## config.mk

```make
export PLATFORM = sky130hd
export DESIGN_NAME = mpic_top
export DESIGN_NICKNAME = d
export VERILOG_FILES = /design/src/mpic_pkg.sv /design/src/mpic_top.sv
export SDC_FILE = /design/constraint.sdc
export NUM_CORES = 2
export LEC_CHECK = 0
export CORE_ASPECT_RATIO = 1.2
export CORE_UTILIZATION = 34
export DETAILED_ROUTE_END_ITERATION = 6
export DONT_BUFFER_PORTS = 1
export PLACE_DENSITY = 0.54
export SYNTH_ARGS = -nofsm -noshare
export SYNTH_HDL_FRONTEND = slang
export SYNTH_SLANG_ARGS = --single-unit
```

## constraint.sdc

```tcl
create_clock -name pclk -period 3.2 [get_ports pclk]
set_input_delay 0.16 -clock pclk [delete_from_list [all_inputs] [get_ports pclk]]
set_output_delay 0.16 -clock pclk [all_outputs]
set_load 0.05 [all_outputs]
```

## src/mpic_pkg.sv

```systemverilog
// Constants for the multiprocessor interrupt controller
package mpic_pkg;
  // Sizes
  localparam int NCPU = 4;
  localparam int NCTL = 4;
  localparam logic [3:0] CTL_COUNT_VAL = 4'h3;  // Register sets minus one
  localparam logic [3:0] NCPU_VAL  = 4'h3;  // Processors minus one
  localparam logic [3:0] EXT_IRQ   = 4'hA;  // Regular line for extended
  // Address split: controller index above 4 KiB boundary
  localparam int CTL_LSB = 12;
  // Register offsets within one copy
  localparam logic [11:0] OFS_LEVEL  = 12'h000;
  localparam logic [11:0] OFS_PEND   = 12'h004;
  localparam logic [11:0] OFS_CLEAR  = 12'h00C;
  localparam logic [11:0] OFS_STATUS = 12'h010;
  localparam logic [11:0] OFS_BCAST  = 12'h014;
  localparam logic [11:0] OFS_AMP    = 12'h020;
  localparam logic [11:0] OFS_SEL    = 12'h024;
  localparam logic [11:0] OFS_MASK   = 12'h040;
  localparam logic [11:0] OFS_FORCE  = 12'h080;
  localparam logic [11:0] OFS_EACK   = 12'h0C0;
  // Field positions
  localparam int AMP_LOCK_BIT  = 0;
  localparam int AMP_ANYSET_BIT = 1;
  localparam int AMP_COUNT_LSB  = 28;
  localparam int ST_NCPU_LSB   = 28;
  localparam int ST_EIRQ_LSB   = 16;
  localparam int FORCE_CLR_LSB = 16;
  localparam int SEL_FIELD_W   = 4;
  // Valid interrupt lines, line 0 unused
  localparam logic [31:0] LINE_MASK = 32'hFFFF_FFFE;
  // Reset values
  localparam logic [31:0] MASK_RST = 32'h0000_0000;
  localparam logic [3:0]  HALT_RST = 4'hE;  // Only processor 0 runs
endpackage

```

## src/mpic_top.sv

```systemverilog
// Multiprocessor interrupt controller with four internal controllers
//
// Contract
// Four internal controllers, each register copy on its own 4 KiB boundary.
// Read-only controller-count field reads three: four register sets.
// After reset every processor is routed to controller zero.
// Select registers route processors; lock bit freezes them once written 1.
// Software uses only its controller copy at n times 0x1000.
// Per-processor registers readable everywhere, writable only via assigned controller.
// Force clear only via assigned; set from any when force-from-any flag.
// Lines 1-15 set sticky pending bits until cleared or acknowledged.
// Level register puts each interrupt on level 0 or 1.
// Level 1 first, line 15 highest within a level.
// Prioritise shared, mask and forward per processor with own registers.
// Acknowledge clears pending bit; first acknowledge from any processor wins.
// Acknowledge of a forced interrupt clears the force bit instead.
// Mask registers reset to zero.
// Lines 16-31 also latched and masked, registers 32 bits wide.
// Extended interrupts appear as line 10; acknowledge clears both bits.
// Extended acknowledge register records last acknowledged extended number.
// Status bit one means halted; writing one restarts a halted processor.
// After reset all processors halted except processor 0.
// Broadcast lines set every processor force bit instead of pending.
// Driver reads control and select registers before using a controller.
// Four-bit request level out; acknowledge strobe returns acknowledged level.
`timescale 1ns/1ps
module mpic_top (
  // Clock and reset
  input  wire logic        pclk,
  input  wire logic        presetn,
  // APB slave
  input  wire logic        psel,
  input  wire logic        penable,
  input  wire logic        pwrite,
  input  wire logic [13:0] paddr,
  input  wire logic [31:0] pwdata,
  output logic             pready,
  output logic [31:0]      prdata,
  output logic             pslverr,
  // Interrupt bus
  input  wire logic [31:0] bus_interrupt_line,
  // Processor side, four-bit levels and one-bit strobes per processor
  output logic [15:0]      cpu_irq_level,
  input  wire logic [3:0]  cpu_ack,
  input  wire logic [15:0] cpu_ack_level,
  input  wire logic [3:0]  cpu_halted,
  output logic [3:0]       cpu_run,
  output logic [3:0]       cpu_restart
);

  localparam int NCPU = mpic_pkg::NCPU;
  localparam int NCTL = mpic_pkg::NCTL;

  // Highest set bit of a word, zero when none
  function automatic logic [4:0] top_idx(input logic [31:0] v);
    logic [4:0] r;
    r = 5'h00;
    for (int i = 1; i < 32; i++) begin
      if (v[i]) begin
        r = 5'(i);
      end
    end
    return r;
  endfunction

  // Offset of a per-processor register
  function automatic logic [11:0] cpu_ofs(input logic [11:0] base, input int k);
    return base + 12'(k * 4);
  endfunction

  // State
  logic        pready_q;
  logic [31:0] prdata_q;
  logic        pslverr_q;
  logic [31:0] level_q [NCTL];
  logic [31:0] pend_q  [NCTL];
  logic [31:0] pend_d  [NCTL];
  logic [31:0] bcast_q [NCTL];
  logic [31:0] mask_q  [NCPU];
  logic [15:0] force_q [NCPU];
  logic [15:0] force_d [NCPU];
  logic [4:0]  eack_q  [NCPU];
  logic [1:0]  sel_q   [NCPU];
  logic        lock_q;
  logic        force_set_from_any_flag_q;
  logic [3:0]  halt_q;
  logic [3:0]  halt_d;
  logic [3:0]  start_d;
  logic [15:0] irq_q;
  logic [15:0] irq_d;
  logic [3:0]  restart_q;
  logic [3:0]  run_q;

  // Per-processor acknowledge decode
  logic [3:0]  ack_lvl [NCPU];
  logic        ack_frc [NCPU];
  logic        ack_ext [NCPU];
  logic [4:0]  ext_idx [NCPU];

  // Bus decode
  logic        xfer;
  logic        wr;
  logic [1:0]  ctl;
  logic [11:0] ofs;
  logic [31:0] rd_d;
  logic        err_d;

  // A write lands only at the edge where the master sees pready
  assign xfer = psel & penable & pready_q;
  assign wr   = xfer & pwrite;
  assign ctl  = paddr[13:mpic_pkg::CTL_LSB];
  assign ofs  = paddr[11:0];

  // APB answer one cycle into the access phase
  always_ff @(posedge pclk or negedge presetn) begin
    if (!presetn) begin
      pready_q  <= 1'b0;
      prdata_q  <= 32'h0000_0000;
      pslverr_q <= 1'b0;
    end else begin
      pready_q <= psel & penable & ~pready_q;
      if (psel & penable & ~pready_q) begin
        prdata_q  <= pwrite ? 32'h0000_0000 : rd_d;
        pslverr_q <= err_d;
      end else begin
        pslverr_q <= 1'b0;
      end
    end
  end

  // Read mux and unmapped detection
  always_comb begin
    rd_d  = 32'h0000_0000;
    err_d = 1'b0;
    unique case (ofs)
      mpic_pkg::OFS_LEVEL:  rd_d = level_q[ctl];
      mpic_pkg::OFS_PEND:   rd_d = pend_q[ctl];
      mpic_pkg::OFS_CLEAR:  rd_d = 32'h0000_0000;
      mpic_pkg::OFS_BCAST:  rd_d = bcast_q[ctl];
      mpic_pkg::OFS_STATUS: begin
        rd_d[mpic_pkg::ST_NCPU_LSB +: 4] = mpic_pkg::NCPU_VAL;
        rd_d[mpic_pkg::ST_EIRQ_LSB +: 4] = mpic_pkg::EXT_IRQ;
        rd_d[3:0] = halt_q;
      end
      mpic_pkg::OFS_AMP: begin
        rd_d[mpic_pkg::AMP_COUNT_LSB +: 4] = mpic_pkg::CTL_COUNT_VAL;
        rd_d[mpic_pkg::AMP_ANYSET_BIT] = force_set_from_any_flag_q;
        rd_d[mpic_pkg::AMP_LOCK_BIT] = lock_q;
      end
      mpic_pkg::OFS_SEL: begin
        for (int k = 0; k < NCPU; k++) begin
          rd_d[k*mpic_pkg::SEL_FIELD_W +: 2] = sel_q[k];
        end
      end
      default: begin
        err_d = 1'b1;
        // Per-processor registers readable from every copy
        for (int k = 0; k < NCPU; k++) begin
          if (ofs == cpu_ofs(mpic_pkg::OFS_MASK, k)) begin
            rd_d  = mask_q[k];
            err_d = 1'b0;
          end
          if (ofs == cpu_ofs(mpic_pkg::OFS_FORCE, k)) begin
            rd_d  = {16'h0000, force_q[k]};
            err_d = 1'b0;
          end
          if (ofs == cpu_ofs(mpic_pkg::OFS_EACK, k)) begin
            rd_d  = {27'h0000000, eack_q[k]};
            err_d = 1'b0;
          end
        end
      end
    endcase
  end

  // Acknowledge decode: forced, extended or plain
  always_comb begin
    for (int k = 0; k < NCPU; k++) begin
      ack_lvl[k] = cpu_ack_level[k*4 +: 4];
      ack_frc[k] = cpu_ack[k] & force_q[k][ack_lvl[k]];
      ext_idx[k] = top_idx({pend_q[sel_q[k]][31:16] & mask_q[k][31:16], 16'h0000});
      ack_ext[k] = cpu_ack[k] & ~ack_frc[k] & (ack_lvl[k] == mpic_pkg::EXT_IRQ)
                   & (ext_idx[k] != 5'h00);
    end
  end

  // Pending update per controller, set wins over clear
  always_comb begin
    for (int c = 0; c < NCTL; c++) begin
      pend_d[c] = pend_q[c];
      if (wr && ctl == 2'(c) && ofs == mpic_pkg::OFS_PEND) begin
        pend_d[c] = pwdata & mpic_pkg::LINE_MASK;
      end
      if (wr && ctl == 2'(c) && ofs == mpic_pkg::OFS_CLEAR) begin
        pend_d[c] = pend_d[c] & ~pwdata;
      end
      for (int k = 0; k < NCPU; k++) begin
        if (cpu_ack[k] && !ack_frc[k] && sel_q[k] == 2'(c)) begin
          pend_d[c][ack_lvl[k]] = 1'b0;
          if (ack_ext[k]) begin
            pend_d[c][ext_idx[k]] = 1'b0;
          end
        end
      end
      // New bus events go in last so they beat a clear or ack

      pend_d[c] = pend_d[c] | (bus_interrupt_line & ~bcast_q[c] & mpic_pkg::LINE_MASK);
    end
  end

  // Force update per processor
  always_comb begin
    for (int k = 0; k < NCPU; k++) begin
      force_d[k] = force_q[k];
      if (wr && ofs == cpu_ofs(mpic_pkg::OFS_FORCE, k)) begin
        if (sel_q[k] == ctl) begin
          force_d[k] = force_d[k] & ~pwdata[mpic_pkg::FORCE_CLR_LSB +: 16];
        end
        if (sel_q[k] == ctl || force_set_from_any_flag_q) begin
          force_d[k] = force_d[k] | pwdata[15:0];
        end
      end
      // Forced bit takes the acknowledge, pending bit left alone
      if (ack_frc[k]) begin
        force_d[k][ack_lvl[k]] = 1'b0;
      end

      force_d[k] = force_d[k] | (bus_interrupt_line[15:0] & bcast_q[sel_q[k]][15:0]);
      force_d[k][0] = 1'b0;
    end
  end

  // Request level per processor
  always_comb begin
    logic [31:0] pl;
    logic [15:0] req;
    logic [15:0] hi;
    logic [4:0]  hi_idx;
    logic [4:0]  req_idx;
    pl  = 32'h0000_0000;
    req = 16'h0000;
    hi  = 16'h0000;
    hi_idx  = 5'h00;
    req_idx = 5'h00;
    irq_d = 16'h0000;
    for (int k = 0; k < NCPU; k++) begin

      pl  = (pend_q[sel_q[k]] | {16'h0000, force_q[k]}) & mask_q[k];
      req = pl[15:0];
      if (|pl[31:16]) begin
        req[mpic_pkg::EXT_IRQ] = 1'b1;
      end
      req[0] = 1'b0;
      hi  = req & level_q[sel_q[k]][15:0];
      hi_idx  = top_idx({16'h0000, hi});
      req_idx = top_idx({16'h0000, req});
      // Indices stay below 16, so the top bit is dropped on purpose
      irq_d[k*4 +: 4] = (|hi) ? hi_idx[3:0] : req_idx[3:0];
    end
  end

  // Halt and restart
  always_comb begin
    start_d = 4'h0;
    for (int k = 0; k < NCPU; k++) begin
      start_d[k] = wr && ofs == mpic_pkg::OFS_STATUS && sel_q[k] == ctl
                   && pwdata[k] && halt_q[k];
    end
    // A halt report beats a restart write in the same cycle
    halt_d = (halt_q & ~start_d) | cpu_halted;
  end

  // Controller-copy registers
  always_ff @(posedge pclk or negedge presetn) begin
    if (!presetn) begin
      for (int c = 0; c < NCTL; c++) begin
        level_q[c] <= 32'h0000_0000;
        pend_q[c]  <= 32'h0000_0000;
        bcast_q[c] <= 32'h0000_0000;
      end
    end else begin
      for (int c = 0; c < NCTL; c++) begin
        pend_q[c] <= pend_d[c];
        if (wr && ctl == 2'(c) && ofs == mpic_pkg::OFS_LEVEL) begin
          level_q[c] <= pwdata & mpic_pkg::LINE_MASK;
        end
        if (wr && ctl == 2'(c) && ofs == mpic_pkg::OFS_BCAST) begin
          bcast_q[c] <= pwdata & mpic_pkg::LINE_MASK;
        end
      end
    end
  end

  // Per-processor mask, force and extended acknowledge
  always_ff @(posedge pclk or negedge presetn) begin
    if (!presetn) begin
      for (int k = 0; k < NCPU; k++) begin
        mask_q[k]  <= mpic_pkg::MASK_RST;
        force_q[k] <= 16'h0000;
        eack_q[k]  <= 5'h00;
      end
    end else begin
      for (int k = 0; k < NCPU; k++) begin
        force_q[k] <= force_d[k];
        if (wr && ofs == cpu_ofs(mpic_pkg::OFS_MASK, k) && sel_q[k] == ctl) begin
          mask_q[k] <= pwdata & mpic_pkg::LINE_MASK;
        end
        if (ack_ext[k]) begin
          eack_q[k] <= ext_idx[k];
        end
      end
    end
  end

  // Routing, lock and force-from-any flag
  always_ff @(posedge pclk or negedge presetn) begin
    if (!presetn) begin
      for (int k = 0; k < NCPU; k++) begin
        sel_q[k] <= 2'h0;
      end
      lock_q <= 1'b0;
      force_set_from_any_flag_q <= 1'b0;
    end else begin
      // Lock is sticky until reset; select writes drop after it
      if (wr && ofs == mpic_pkg::OFS_SEL && !lock_q) begin
        for (int k = 0; k < NCPU; k++) begin
          sel_q[k] <= pwdata[k*mpic_pkg::SEL_FIELD_W +: 2];
        end
      end
      if (wr && ofs == mpic_pkg::OFS_AMP) begin
        lock_q <= lock_q | pwdata[mpic_pkg::AMP_LOCK_BIT];
        force_set_from_any_flag_q <= pwdata[mpic_pkg::AMP_ANYSET_BIT];
      end
    end
  end

  // Halt status and run outputs
  always_ff @(posedge pclk or negedge presetn) begin
    if (!presetn) begin
      halt_q <= mpic_pkg::HALT_RST;
      run_q  <= ~mpic_pkg::HALT_RST;
    end else begin
      halt_q <= halt_d;
      run_q  <= ~halt_d;
    end
  end

  // Request level outputs, one cycle behind the state
  always_ff @(posedge pclk or negedge presetn) begin
    if (!presetn) begin
      irq_q <= 16'h0000;
    end else begin
      irq_q <= irq_d;
    end
  end

  // Restart pulse, dropped when a halt report arrives at once
  always_ff @(posedge pclk or negedge presetn) begin
    if (!presetn) begin
      restart_q <= 4'h0;
    end else begin
      restart_q <= start_d & ~cpu_halted;
    end
  end

  assign pready        = pready_q;
  assign prdata        = prdata_q;
  assign pslverr       = pslverr_q;
  assign cpu_irq_level = irq_q;
  assign cpu_restart   = restart_q;
  assign cpu_run       = run_q;

endmodule

```

==> results.toml <==
[worst_setup_path]
end_kind = "flop"
cp-start-kind = "flop"
r2r_setup_slack_ns = -0.11
cp_data_required_time_ns = 3.82
critPathMaxFanout = 5
worst-endpoint-arrival_ns = 3.93
r2r_start = "sel_q[6]"
timing.rr.end = "cpu_irq_level[0]"
crit_type = "flop to flop"
ff2ff_path_depth = 9

[cells_and_area]
stdcell_count = 6612
nFillCells = 12300
syn_to_final_growth_pct = 30.6
fin_util = 0.450
layout_common_cells = "dfrtp_1, buf_4, mux2_2"
final_common_cell = "dfrtp_1"
nNetsFinal = 4928
drive_gt1_frac = 0.396

[detailed_routing]
drt_iter0_drc = 6604
wirelength_um = 277000
vias = 46000
drc_errors = 11
first_pass_iters = 7
vias_per_cell = 6.96
final_antenna_net_count = 0
wl_per_cell_um = 41.9

[floorplanning]
rows = 144
core_sq_um = 129000
die_area_sq_um = 132000
die_y_um = 398
die_w_um = 332
ios = 165
initial_core_util = 0.345

[power_and_ir_drop]
powerDensity_nw_per_um2 = 327
worst_ir_drop_vdd_mv = 0.449
p_leak_nw = 23.8

[synth]
synth_xor_area_frac = 0.00177
synth_area_leaders = "dfrtp_1, mux4_2, mux2_2"
synth-seq-area-share = 0.367
ys_async_sr_fraction = 1.00
synth-simple-area-share = 0.115
ys.flop_type = "dfrtp_1"
syn-num-nets = 4288
synth_edf_count = 0
syn_area_sq_um = 44500
synth_mux_area_frac = 0.296
synth_top_area_share = 0.365
ys_ff_latch = 652
synth_cells = 4181
synth_fa_ha_area_frac = 0
synth_compound_area_frac = 0.181
syn_area_per_cell_sq_um = 10.6
synth.distinct_cells = 93
synth.largest_area_cell = "dfrtp_1"
yosys_warnings = 0
synth_top_family_by_area = "multiplexers"

[timing]
final.min_clock_period_ns = 3.31
slew_violations = 411
worst_pin_slew_ns = 4.73
worst_slack_ns = -0.109
setup_violations = 23
slew_headroom = -2.16
hold_slack_ns = -0.844
clock_skew_ns = 0.0497
final_hold_viol_count = 435
rsz0062_at_grt = "true"
finalCritPeriodShare = 1.03
max_freq_mhz = 302

[run_status]
violations = "design-rule violations, negative hold slack, max-slew violations, negative setup slack"
outcome = "complete, but fails checks"

[placed_design]
placed_cells = 6205
io_buffers = 0
dp_slack_ns = -0.477
gp_congestion = 1.07
dpl.hpwl_um = 186000

[clock_tree]
clk_latency_ns = 0.76
cts_buffer_depth = 3
cts_buffers = 78
cts-htree-levels = 3
tritoncts = "built"
clockRootBuffer = "clkbuf_16"
cts.clk_slew.worst_paths_ns = 0.07
ctsHoldBuffers = 159
numClockSinks = 652

[grt]
grt_pass1_wl_um = 376000
grtUsageTotal = 0.412
grt_overflow_total = 0
grt_max_degree = 653
antenna_found_initial = 38
grt_pass1_vias = 45400

[hold_path]
hp-class = "primary input to asynchronous set/reset pin"

[flow_run]
cap_violations = 0
-- through the flow --
step                hold slack, ns  setup TNS [ns]  instance area, sq um  total power (W)
finish                      -0.844           -1.09                 58000           0.0190
global route                -0.864           -2.51                 58000           0.0193
CTS                         -0.826          -0.674                 56600           0.0190
detailed placement         -0.0773          -14.27                 51300          0.00902
global placement           -0.0785          -12.92                 51300          0.00902
floorplan                   -0.136               0                 44500          0.00894
-- what timing repair did --
item | in CTS | in global routing
gates resized for setup | 122 | 216
setup buffers | 27 | 27
pin swaps | 45 | 83
cloned | 3 | 5
endpoints found under the hold margin | 1255 | 652
setup endpoints to repair | 78 | 97
-- synth_stat cells (13+ instances only) --
master and number:
dfrtp_1 648, mux2_2 395, nand2_1 379, mux4_2 332, nor2_1 310, clkbuf_1 256, o21ai_0 246, a21oi_1 172
o22ai_1 128, a22oi_1 114, nand3_1 103, mux2i_1 101, inv_1 75, o221ai_1 72, a221oi_1 58, a2bb2oi_1 52
nor3_1 49, nand2b_1 47, buf_1 46, and2_1 40, o32ai_1 39, buf_2 38, nor2b_1 32, o21a_1 32
o211ai_1 31, a22o_1 26, a31oi_1 26, a21o_1 25, or3_1 20, a221o_1 19, nand4_1 19, and3_1 18
nor4_1 15, or2_2 13
-- worst max-delay path, stage by stage (launching register included) --
cell and delay, ns:
dfrtp_4 0.51, buf_12 0.17, mux4_2 0.53, a22oi_2 0.24, nand4_1 0.24, or4b_4 0.66, a2111oi_4 0.36, and2_4 0.24
inv_2 0.04, o311ai_2 0.19
-- state kept, by name (all words and copies together), names as in the netlist --
name                       cells
prdata                        32
halt_q                         4
mask_q                       124
eack_q                        20
cpu_run                        4
pend_q                       128
force_set_from_any_flag_q      1
cpu_irq_level                 16
force_q                       60
cpu_restart                    4
pslverr                        1
level_q                      124
lock_q                         1
sel_q                          8
bcast_q                      124
pready                         1
-- where the power goes --
part           leakage, nW  switching (W)  internal (W)
combinational         14.0       0.000683      0.000363
sequential            8.43      0.0000428       0.00827
clock                 1.32        0.00407       0.00557
total                 23.8        0.00480        0.0142
-- how the worst max path moves through the flow --
stage,start,end
after floorplan,sel_q[0],cpu_irq_level[12]
after CTS,sel_q[6],cpu_irq_level[0]
after detailed placement,sel_q[1],cpu_irq_level[12]
after global routing,sel_q[6],cpu_irq_level[0]
final,sel_q[6],cpu_irq_level[0]
after global placement,sel_q[4],cpu_irq_level[4]
-- per-layer routing --
layer / wire length [um] / GRT usage / vias to the layer above
li1: - / - / 17700
met1: 93300 / 0.458 / 23100
met2: 121000 / 0.623 / 3691
met3: 31300 / 0.137 / 1481
met4: 31500 / 0.384 / 12
met5: 180 / 0 / -
-- cells by family (layout without fill, tap and decap cells) --
| logic type | count (synthesis) | in the layout |
|---|---|---|
| flip-flops | 652 | 652 |
| AND/OR/NAND/NOR | 1099 | 1099 |
| AO/OA/AOI/OAI | 1160 | 1160 |
| XOR/XNOR | 9 | 9 |
| buffers and inverters | 424 | 1122 |
| other | 0 | 54 |
| multiplexers | 837 | 837 |
-- final cells by class --
cell class,count,area (sq um),area share
Antenna cell,54,135,0.00233
Clock buffer,105,2290,0.0394
Timing Repair Buffer,909,8620,0.148
Multi-Input combinational cell,3105,27900,0.481
Tap cell,1679,2100,0.0362
Sequential cell,652,16400,0.282
Clock inverter,33,373,0.00642
Inverter,75,287,0.00494
Power figures use the tool's default switching activity.
